### src/hdl/mio_defines.vh
`ifndef MIO_DEFINES_VH
`define MIO_DEFINES_VH

// Register bus geometry
`define MIO_AW 5
`define MIO_DW 8

// Register offsets
`define MIO_REG_SO_DATA 5'h00
`define MIO_REG_M_DATA 5'h01
`define MIO_REG_P_DATA 5'h02
`define MIO_REG_N_DATA 5'h03
`define MIO_REG_SO_DIR 5'h04
`define MIO_REG_M_DIR 5'h05
`define MIO_REG_P_DIR 5'h06
`define MIO_REG_PORT_CFG 5'h07
`define MIO_REG_N_OD 5'h08
`define MIO_REG_FUNC 5'h09
`define MIO_REG_SO_PIN 5'h0A
`define MIO_REG_M_PIN 5'h0B
`define MIO_REG_P_PIN 5'h0C
`define MIO_REG_IRQ_STAT 5'h0D
`define MIO_REG_IRQ_MASK 5'h0E
`define MIO_REG_SEG_LO 5'h10
`define MIO_REG_SEG_MID 5'h11
`define MIO_REG_SEG_HI 5'h12

// Port configuration fields (pull enables, open-drain selects)
`define MIO_CFG_PULL_SO 0
`define MIO_CFG_PULL_M 1
`define MIO_CFG_PULL_P 2
`define MIO_CFG_OD_SO 4
`define MIO_CFG_OD_M 5
`define MIO_CFG_OD_P 6

// Function control fields
`define MIO_FN_SER_EN 0
`define MIO_FN_TWO_WIRE 1
`define MIO_FN_SO4_EN 2
`define MIO_FN_SO4_INT 3
`define MIO_FN_T2_EVT 4
`define MIO_FN_CARRIER 5
`define MIO_FN_ALARM 6

// Interrupt status fields
`define MIO_IRQ_SO4_INT 0
`define MIO_IRQ_HALT_REL 1
`define MIO_IRQ_T2_EDGE 2

// Reset values
`define MIO_RST_LATCH 4'hF
`define MIO_RST_DIR 4'h0
`define MIO_RST_N_LATCH 4'h0
`define MIO_RST_PULL 3'h7
`define MIO_RST_CFG 8'h07
`define MIO_RST_PIN_OE_N 16'h0FFF

`endif

### src/hdl/mio_ports.v
// Function
// Serial in, out, clock on shared pins 1-3
// Shared pins also run two-wire serial
// Pin 4 gives halt release or interrupt
// One pull enable per bidirectional port
// One CMOS/open-drain select per bidirectional port
// Output port drive type chosen per bit
// Event counter mode makes timer pin input clock
// Carrier waveform drives output port pin 3
// Alarm waveform drives output port pin 4
// Reset: inputs, pulls on; pulls off after
// Keeper off in reset, on after release
// Reset sets all port data latches high; here the output port latch n_lat_q resets to 0
// Optional keeper holds last level on inputs
// Build option picks segment pins as outputs
// Segment outputs reset low/high per display option
// Alternate function overrides latch and direction
//
// Local design decisions: the strobed register port and the placing of the registers.
`timescale 1ns/1ps
`default_nettype none
`include "mio_defines.vh"

module mio_ports #(
    parameter [22:0] SEG_GPO_MASK = 23'h000000,
    parameter SEG_RST_LIT = 1'b0,
    parameter LEVEL_HOLD = 1'b1,
    parameter SO4_EDGE_RISE = 1'b0
) (
    // Clock, reset, enable
    input wire sys_clk,
    input wire rst_n,
    input wire clk_en,
    // Register port
    input wire [`MIO_AW-1:0] reg_addr,
    input wire [`MIO_DW-1:0] reg_wdata,
    input wire reg_wr,
    input wire reg_rd,
    output wire [`MIO_DW-1:0] reg_rdata,
    // Serial-shared port pins
    input wire [3:0] serial_shared_pin_in,
    output wire [3:0] serial_shared_pin_out,
    output wire [3:0] serial_shared_pin_oe_n,
    // Timer-shared port pins
    input wire [3:0] timer_shared_pin_in,
    output wire [3:0] timer_shared_pin_out,
    output wire [3:0] timer_shared_pin_oe_n,
    // Plain bidirectional port pins
    input wire [3:0] plain_port_pin_in,
    output wire [3:0] plain_port_pin_out,
    output wire [3:0] plain_port_pin_oe_n,
    // Output-only port pins
    output wire [3:0] output_port_pin_out,
    output wire [3:0] output_port_pin_oe_n,
    // Pad controls
    output wire [2:0] pull_en,
    output wire keeper_en,
    // Segment pins
    input wire [22:0] seg_lcd_drive,
    output wire [22:0] segment_drive_pins,
    // Serial engine side
    input wire ser_data_out,
    input wire ser_clk_out,
    input wire ser_clk_drive,
    output wire ser_data_in,
    output wire ser_clk_in,
    // Timer, carrier, alarm, core
    output wire t2_count_clk,
    input wire carrier_wave,
    input wire alarm_wave,
    output wire so4_int_req,
    output wire halt_release,
    output wire irq
);

    // Software-visible state
    reg [3:0] so_lat_q;
    reg [3:0] m_lat_q;
    reg [3:0] p_lat_q;
    reg [3:0] n_lat_q;
    reg [3:0] so_dir_q;
    reg [3:0] m_dir_q;
    reg [3:0] p_dir_q;
    reg [2:0] pull_q;
    reg [2:0] od_q;
    reg [3:0] n_od_q;
    reg [6:0] fn_q;
    reg [2:0] irq_stat_q;
    reg [2:0] irq_stat_d;
    reg [2:0] irq_mask_q;
    reg [22:0] seg_lat_q;
    reg boot_done_q;
    reg [`MIO_DW-1:0] rdata_q;
    reg [`MIO_DW-1:0] rdata_d;

    // Pin samples and registered pin drives
    reg [3:0] so_pin_q;
    reg [3:0] m_pin_q;
    reg [3:0] p_pin_q;
    reg [15:0] pin_out_q;
    reg [15:0] pin_oe_n_q;
    reg [22:0] seg_out_q;
    reg keeper_q;
    reg ser_din_q;
    reg ser_cin_q;
    reg t2_clk_q;
    reg so4_int_q;
    reg halt_rel_q;
    reg irq_q;

    wire ser_en = fn_q[`MIO_FN_SER_EN];
    wire two_wire = fn_q[`MIO_FN_TWO_WIRE];
    wire so4_fn = fn_q[`MIO_FN_SO4_EN] & ~ser_en;
    wire t2_evt = fn_q[`MIO_FN_T2_EVT];

    // Alternate ownership of pins, ordered {N, P, M, SO}
    reg [15:0] alt_own;
    reg [15:0] alt_drv;
    reg [15:0] alt_val;
    reg [15:0] alt_od;

    always @*
    begin
        alt_own = 16'h0000;
        alt_drv = 16'h0000;
        alt_val = 16'h0000;
        alt_od = 16'h0000;
        // Serial input pin held as input while the engine owns it
        alt_own[0] = ser_en;
        // Data output; in two-wire mode it is a shared open-drain line
        alt_own[1] = ser_en;
        alt_drv[1] = 1'b1;
        alt_val[1] = ser_data_out;
        alt_od[1] = two_wire;
        // Clock pin driven only when the engine is clock master
        alt_own[2] = ser_en;
        alt_drv[2] = ser_clk_drive;
        alt_val[2] = ser_clk_out;
        alt_od[2] = two_wire;
        // Pin 4 forced to input for halt release or interrupt
        alt_own[3] = so4_fn;
        // Timer pin 4 forced to input in event counter mode
        alt_own[7] = t2_evt;
        // Carrier and alarm override the output latch
        alt_own[14] = fn_q[`MIO_FN_CARRIER];
        alt_drv[14] = 1'b1;
        alt_val[14] = carrier_wave;
        alt_own[15] = fn_q[`MIO_FN_ALARM];
        alt_drv[15] = 1'b1;
        alt_val[15] = alarm_wave;
    end

    // Port latches, directions and drive types as flat vectors
    wire [15:0] lat_v = {n_lat_q, p_lat_q, m_lat_q, so_lat_q};
    wire [15:0] dir_v = {4'hF, p_dir_q, m_dir_q, so_dir_q};
    wire [15:0] od_v = {n_od_q, {4{od_q[2]}}, {4{od_q[1]}}, {4{od_q[0]}}};
    wire [15:0] pin_out_d;
    wire [15:0] pin_oe_n_d;
    wire [22:0] seg_out_d;

    // Per-pin drive: open-drain only pulls low, never drives high
    genvar gi;
    generate
        for (gi = 0; gi < 16; gi = gi + 1)
        begin : g_pin
            wire drv = alt_own[gi] ? alt_drv[gi] : dir_v[gi];
            wire val = alt_own[gi] ? alt_val[gi] : lat_v[gi];
            wire od = od_v[gi] | (alt_own[gi] & alt_od[gi]);
            assign pin_out_d[gi] = od ? 1'b0 : val;
            assign pin_oe_n_d[gi] = ~(drv & (~od | ~val));
        end
        for (gi = 0; gi < 23; gi = gi + 1)
        begin : g_seg
            // Build option chooses general output or display drive
            assign seg_out_d[gi] = SEG_GPO_MASK[gi] ? seg_lat_q[gi] : seg_lcd_drive[gi];
        end
    endgenerate

    // Register decode
    wire wr_so = reg_wr & (reg_addr == `MIO_REG_SO_DATA);
    wire wr_m = reg_wr & (reg_addr == `MIO_REG_M_DATA);
    wire wr_p = reg_wr & (reg_addr == `MIO_REG_P_DATA);
    wire wr_n = reg_wr & (reg_addr == `MIO_REG_N_DATA);
    wire rd_stat = reg_rd & (reg_addr == `MIO_REG_IRQ_STAT);

    // Edge detection: live pin level against its registered sample
    wire so4_edge = SO4_EDGE_RISE ? (serial_shared_pin_in[3] & ~so_pin_q[3])
                                  : (~serial_shared_pin_in[3] & so_pin_q[3]);
    wire so4_int_ev = so4_fn & fn_q[`MIO_FN_SO4_INT] & so4_edge;
    wire halt_ev = so4_fn & ~fn_q[`MIO_FN_SO4_INT] & so4_edge;
    wire t2_ev = t2_evt & timer_shared_pin_in[3] & ~m_pin_q[3];

    // Sticky status: a new event wins over the read that clears
    always @*
    begin
        irq_stat_d = (rd_stat ? 3'h0 : irq_stat_q) | {t2_ev, halt_ev, so4_int_ev};
    end

    // Read data mux; unmapped addresses read zero
    always @*
    begin
        rdata_d = {`MIO_DW{1'b0}};
        case (reg_addr)
            `MIO_REG_SO_DATA: rdata_d[3:0] = so_lat_q;
            `MIO_REG_M_DATA: rdata_d[3:0] = m_lat_q;
            `MIO_REG_P_DATA: rdata_d[3:0] = p_lat_q;
            `MIO_REG_N_DATA: rdata_d[3:0] = n_lat_q;
            `MIO_REG_SO_DIR: rdata_d[3:0] = so_dir_q;
            `MIO_REG_M_DIR: rdata_d[3:0] = m_dir_q;
            `MIO_REG_P_DIR: rdata_d[3:0] = p_dir_q;
            `MIO_REG_PORT_CFG: rdata_d[6:0] = {od_q, 1'b0, pull_q};
            `MIO_REG_N_OD: rdata_d[3:0] = n_od_q;
            `MIO_REG_FUNC: rdata_d[6:0] = fn_q;
            `MIO_REG_SO_PIN: rdata_d[3:0] = so_pin_q;
            `MIO_REG_M_PIN: rdata_d[3:0] = m_pin_q;
            `MIO_REG_P_PIN: rdata_d[3:0] = p_pin_q;
            `MIO_REG_IRQ_STAT: rdata_d[2:0] = irq_stat_q;
            `MIO_REG_IRQ_MASK: rdata_d[2:0] = irq_mask_q;
            `MIO_REG_SEG_LO: rdata_d = seg_lat_q[7:0];
            `MIO_REG_SEG_MID: rdata_d = seg_lat_q[15:8];
            `MIO_REG_SEG_HI: rdata_d[6:0] = seg_lat_q[22:16];
            default: rdata_d = {`MIO_DW{1'b0}};
        endcase
        if (!reg_rd)
        begin
            rdata_d = {`MIO_DW{1'b0}};
        end
    end

    // Software registers; data latches reset high except the output port latch, which resets low
    always @(posedge sys_clk or negedge rst_n)
    begin
        if (!rst_n)
        begin
            so_lat_q <= `MIO_RST_LATCH;
            m_lat_q <= `MIO_RST_LATCH;
            p_lat_q <= `MIO_RST_LATCH;
            n_lat_q <= `MIO_RST_N_LATCH;
            so_dir_q <= `MIO_RST_DIR;
            m_dir_q <= `MIO_RST_DIR;
            p_dir_q <= `MIO_RST_DIR;
            pull_q <= `MIO_RST_PULL;
            od_q <= 3'h0;
            n_od_q <= 4'h0;
            fn_q <= 7'h00;
            irq_stat_q <= 3'h0;
            irq_mask_q <= 3'h0;
            seg_lat_q <= SEG_RST_LIT ? SEG_GPO_MASK : 23'h000000;
            boot_done_q <= 1'b0;
        end
        else if (clk_en)
        begin
            irq_stat_q <= irq_stat_d;
            boot_done_q <= 1'b1;
            // Pulls drop once on the first enabled edge after release
            if (!boot_done_q)
            begin
                pull_q <= 3'h0;
            end
            if (wr_so)
            begin
                so_lat_q <= reg_wdata[3:0];
            end
            if (wr_m)
            begin
                m_lat_q <= reg_wdata[3:0];
            end
            if (wr_p)
            begin
                p_lat_q <= reg_wdata[3:0];
            end
            if (wr_n)
            begin
                n_lat_q <= reg_wdata[3:0];
            end
            if (reg_wr)
            begin
                case (reg_addr)
                    `MIO_REG_SO_DIR: so_dir_q <= reg_wdata[3:0];
                    `MIO_REG_M_DIR: m_dir_q <= reg_wdata[3:0];
                    `MIO_REG_P_DIR: p_dir_q <= reg_wdata[3:0];
                    `MIO_REG_PORT_CFG:
                    begin
                        pull_q <= reg_wdata[2:0];
                        od_q <= reg_wdata[6:4];
                    end
                    `MIO_REG_N_OD: n_od_q <= reg_wdata[3:0];
                    `MIO_REG_FUNC: fn_q <= reg_wdata[6:0];
                    `MIO_REG_IRQ_MASK: irq_mask_q <= reg_wdata[2:0];
                    `MIO_REG_SEG_LO: seg_lat_q[7:0] <= reg_wdata;
                    `MIO_REG_SEG_MID: seg_lat_q[15:8] <= reg_wdata;
                    `MIO_REG_SEG_HI: seg_lat_q[22:16] <= reg_wdata[6:0];
                    default: so_dir_q <= so_dir_q;
                endcase
            end
        end
    end

    // Pin-facing flops; every output except pull_en comes straight from one of these
    always @(posedge sys_clk or negedge rst_n)
    begin
        if (!rst_n)
        begin
            so_pin_q <= 4'h0;
            m_pin_q <= 4'h0;
            p_pin_q <= 4'h0;
            pin_out_q <= 16'h0000;
            pin_oe_n_q <= `MIO_RST_PIN_OE_N;
            seg_out_q <= SEG_RST_LIT ? SEG_GPO_MASK : 23'h000000;
            keeper_q <= 1'b0;
            ser_din_q <= 1'b0;
            ser_cin_q <= 1'b0;
            t2_clk_q <= 1'b0;
            so4_int_q <= 1'b0;
            halt_rel_q <= 1'b0;
            irq_q <= 1'b0;
            rdata_q <= {`MIO_DW{1'b0}};
        end
        else if (clk_en)
        begin
            so_pin_q <= serial_shared_pin_in;
            m_pin_q <= timer_shared_pin_in;
            p_pin_q <= plain_port_pin_in;
            pin_out_q <= pin_out_d;
            pin_oe_n_q <= pin_oe_n_d;
            seg_out_q <= seg_out_d;
            // Keeper starts right after release when fitted
            keeper_q <= LEVEL_HOLD;
            // Two-wire mode takes data back from the shared data pin
            ser_din_q <= two_wire ? serial_shared_pin_in[1] : serial_shared_pin_in[0];
            ser_cin_q <= serial_shared_pin_in[2];
            // Gated so the timer sees no stray edges outside counter mode
            t2_clk_q <= t2_evt & timer_shared_pin_in[3];
            so4_int_q <= so4_int_ev;
            halt_rel_q <= halt_ev;
            irq_q <= |(irq_stat_d & irq_mask_q);
            rdata_q <= rdata_d;
        end
    end

    // Output wiring
    assign serial_shared_pin_out = pin_out_q[3:0];
    assign serial_shared_pin_oe_n = pin_oe_n_q[3:0];
    assign timer_shared_pin_out = pin_out_q[7:4];
    assign timer_shared_pin_oe_n = pin_oe_n_q[7:4];
    assign plain_port_pin_out = pin_out_q[11:8];
    assign plain_port_pin_oe_n = pin_oe_n_q[11:8];
    assign output_port_pin_out = pin_out_q[15:12];
    assign output_port_pin_oe_n = pin_oe_n_q[15:12];
    assign pull_en = pull_q;
    assign keeper_en = keeper_q;
    assign segment_drive_pins = seg_out_q;
    assign ser_data_in = ser_din_q;
    assign ser_clk_in = ser_cin_q;
    assign t2_count_clk = t2_clk_q;
    assign so4_int_req = so4_int_q;
    assign halt_release = halt_rel_q;
    assign irq = irq_q;
    assign reg_rdata = rdata_q;

endmodule

`default_nettype wire

### config.mk
export PLATFORM = sky130hd
export DESIGN_NAME = mio_ports
export DESIGN_NICKNAME = d
export VERILOG_FILES = /design/src/hdl/mio_ports.v
export VERILOG_INCLUDE_DIRS = /design/src /design/src/hdl
export SDC_FILE = /design/constraint.sdc
export NUM_CORES = 1
export LEC_CHECK = 0
export ABC_AREA = 0
export BUFFER_PORTS_ARGS = -buffer_cell sky130_fd_sc_hd__buf_2
export CAP_MARGIN = 20
export CORE_MARGIN = 2
export CORE_UTILIZATION = 35
export DETAILED_ROUTE_END_ITERATION = 10
export GPL_TIMING_DRIVEN = 0
export PLACE_DENSITY_LB_ADDON = 0.25
export RECOVER_POWER = 25
export SYNTH_ARGS = -nofsm -noshare
export SYNTH_HDL_FRONTEND = slang
export SYNTH_SLANG_ARGS = --single-unit
### constraint.sdc
create_clock -name sys_clk -period 1.29 [get_ports sys_clk]
set_input_delay 0.129 -clock sys_clk [delete_from_list [all_inputs] [get_ports sys_clk]]
set_output_delay 0.129 -clock sys_clk [all_outputs]
set_load 0.005 [all_outputs]
==> flow_summary_export.csv <==
group,metric,value,unit
outcome,status,"finished, violations left",
outcome,violations,"negative setup slack",
place,place.gp.congestion,0.922,
floorplanning,dieHeight,146,um
clock_tree,clkLatencyLatePin,0.44,ns
floorplanning,die_x,146,um
global_route,grt_util_all_layers,21.9,%
worst_hold_path,holdPathEnd,"n_od_q[1]",
sta,max_slew_margin,52.4,%
clock_tree,tritoncts,"built",
drt,drt-wirelength-per-cell,21.3,um
critical_path,r2r_slack,-0.17,ns
drt,vias,5615,
layout,fin_util,48.3,%
logic_synthesis,yosysSeqAreaShare,55.7,%
logic_synthesis,synth_mux_area_share,19.4,%
logic_synthesis,synth_top_family_by_area,"multiplexers",
clock_tree,cts_root_buffer,"clkbuf_16",
sta,fin_skew,0.0187,ns
global_route,grt_start_max_net_pins,92,
place,io_buffers,128,
critical_path,endpoint_kind,"flop",
drt,drc,0,
drt,top_layer,"met4",
critical_path,worstReg2RegEnd,"reg_rdata[3]",
clock_tree,clockBufferDepth,2,
sta,fmax,687,MHz
flow_run,maxCapViolCount,0,
drt,ant_nets,0,
layout,finalNetCount,845,
sta,tightest_slew,0.714,ns
worst_hold_path,hold_depth,2,
sta,slew_violations,0,
place,hpwlAfterDp,16300,um
worst_hold_path,hold_path_class,"in2reg",
logic_synthesis,synthXorXnorAreaFrac,0,%
sta,setup_viol,21,
logic_synthesis,async_flop_share,100,%
logic_synthesis,yosys.area_share.adder,0.142,%
power,peakVddDrop,0.000894,V
logic_synthesis,synth_compound_area_share,10.5,%
logic_synthesis,ys.flop_type,"dfrtp_1",
sta,finalCritPeriodShare,113,%
logic_synthesis,syn_area,7030,um2
layout,diodes,0,
logic_synthesis,synth-edff-count,0,
floorplanning,initial_core_util,35.9,%
sta,rsz0062_at_grt,"true",
logic_synthesis,yosysUniqueCellTypes,57,
critical_path,path_class,"reg2reg",
critical_path,cp.required,1.61,ns
global_route,grt_pass1_wl,34900,um
power,power_density,1370,nW/um2
logic_synthesis,yosys.area_share.simple,11.1,%
global_route,first_global_vias,5825,
drt,viasPerCell,5.27,
global_route,antenna_found_initial,0,
critical_path,arrival,1.78,ns
global_route,overflow,0,
sta,fin_ws,-0.166,ns
floorplanning,core,19600,um2
floorplanning,rows,51,
worst_hold_path,worstHoldStart,"reg_wdata[1]",
floorplanning,pin_count,131,
power,p_leak,4.21,nW
logic_synthesis,synth_nets,637,
clock_tree,htree_levels,4,
clock_tree,cts_buffers,17,
logic_synthesis,synth_seq_cells,155,
layout,drive_above_1_share,48.4,%
drt,wl_met2,10900,um
drt,wl_met1,10400,um
critical_path,cp_max_fo,4,
clock_tree,clkTransAtPathRegs,0.07,ns
logic_synthesis,ys_warn_count,0,
drt,first_pass_iters,4,
logic_synthesis,syn_inst,579,
critical_path,r2r_cells,4,
drt,drtIter0Drc,343,
critical_path,cp-start-kind,"flop",
clock_tree,cts_sinks,155,
sta,hold_violations,0,
sta,whs,0.0287,ns
critical_path,r2r_start,"so_lat_q[3]",
logic_synthesis,postSynthAreaPerCell,12.1,um2
floorplanning,fp.dieArea,21200,um2
drt,wirelength,22700,um
drt,wl_met3,1150,um
sta,tns,-1.06,ns
layout,area_growth,34.6,%
sta,post-route-min-period,1.46,ns
==> placed cells by master, fill, tap and decap left out, drive strengths merged, types with 9 or more instances in the layout <==
cell type,count
buf,160
inv,20
a31oi,9
clkbuf,47
mux2i,10
nor2,27
a32oi,12
dfstp,27
mux2,108
nand3b,13
nand2,50
nand3,12
dfrtp,128
o21ai,30
nor3,11
a21oi,13
dlygate4sd3,40
==> critical path, stage by stage (launching register included) <==
cell and delay, ns:
dfstp_2 0.40, mux4_2 0.47, a22oi_2 0.16, nand4_1 0.12, a22o_1 0.20
==> registers in the layout (all words and copies together), names as in the netlist, 7 cells and up <==
signal	cells
fn_q	7
segment_drive_pins	23
pin_oe_n_q	16
reg_rdata	8
seg_lat_q	23
pin_out_q	16
==> metal layers <==
layer | up-vias | track usage, %
li1 | 2537 | -
met1 | 2884 | 30.2
met2 | 175 | 35.4
met3 | 19 | 4.33
met4 | 0 | 5.98
met5 | - | 0
==> power breakdown <==
| part | leakage, nW | internal [W] | switching (W) |
|---|---|---|---|
| clock network | 0.265 | 0.00289 | 0.00202 |
| registers | 1.92 | 0.00552 | 0.000486 |
| logic | 2.03 | 0.00103 | 0.000983 |
==> per-stage QoR <==
stage	std cells	cell area [um2]	power (W)	setup WS (ns)
4_1_cts	1058	9320	0.0129	-0.154
3_5_place_dp	973	8130	0.00781	-0.939
2_1_floorplan	579	7130	0.00688	-0.203
5_1_grt	1065	9460	0.0135	-0.236
3_3_place_gp	972	8100	0.00773	-2.13
6_report	1065	9460	0.0129	-0.166
==> how the worst max path moves through the flow <==
stage	startpoint	endpoint	slack [ns]	cells after the start
finish	so_lat_q[3]	reg_rdata[3]	-0.17	4
floorplan	reg_addr[0]	seg_lat_q[4]	-0.20	4
CTS	fn_q[3]	reg_rdata[3]	-0.15	4
global route	fn_q[3]	reg_rdata[3]	-0.24	4
global placement	rst_n	od_q[0]	-2.13	1
detailed placement	clk_en	pin_oe_n_q[4]	-0.94	6
==> synthesized netlist by cell type, types with 11 or more instances <==
cell      instances  share of area (%)
a21oi_1          13               0.93
dfrtp_1         128                 46
inv_1            20                1.1
mux2_2          108                 17
nand3b_1         13                1.4
nand2_1          49                2.6
o21ai_0          30                2.1
nor2_1           22                1.2
buf_2            11               0.78
dfstp_2          27                 10
clkbuf_1         16               0.85
a32oi_1          12                1.5
==> area by class of cell <==
cell class | instances | area (um2)
plain buffers | 35 | 185
fillers | 1808 | 10100
flip-flops and latches | 155 | 3920
inverters | 20 | 77.6
repair buffers | 191 | 1240
well taps | 265 | 332
multi-input cells | 367 | 3130
clock buffers | 21 | 450
clock inverters | 11 | 121
==> cell families (layout without fill, tap and decap cells) <==
family / after synthesis / in the layout
multiplexers: 120 / 120
buffers and inverters: 57 / 278
AND/OR/NAND/NOR: 140 / 140
AO/OA/AOI/OAI: 106 / 106
adder cells (fa/ha/maj): 1 / 1
flip-flops: 155 / 155
==> repair_timing <==
action | in CTS | in global routing
gates resized for setup | 37 | 31
hold buffers | 40 | 0
endpoints found under the hold margin | 89 | 0
pin swaps | 16 | 10
setup buffers | 14 | 8
gates cloned | 0 | 0
endpoints found under the setup margin | 111 | 81
(Power assumes the default switching activity.)
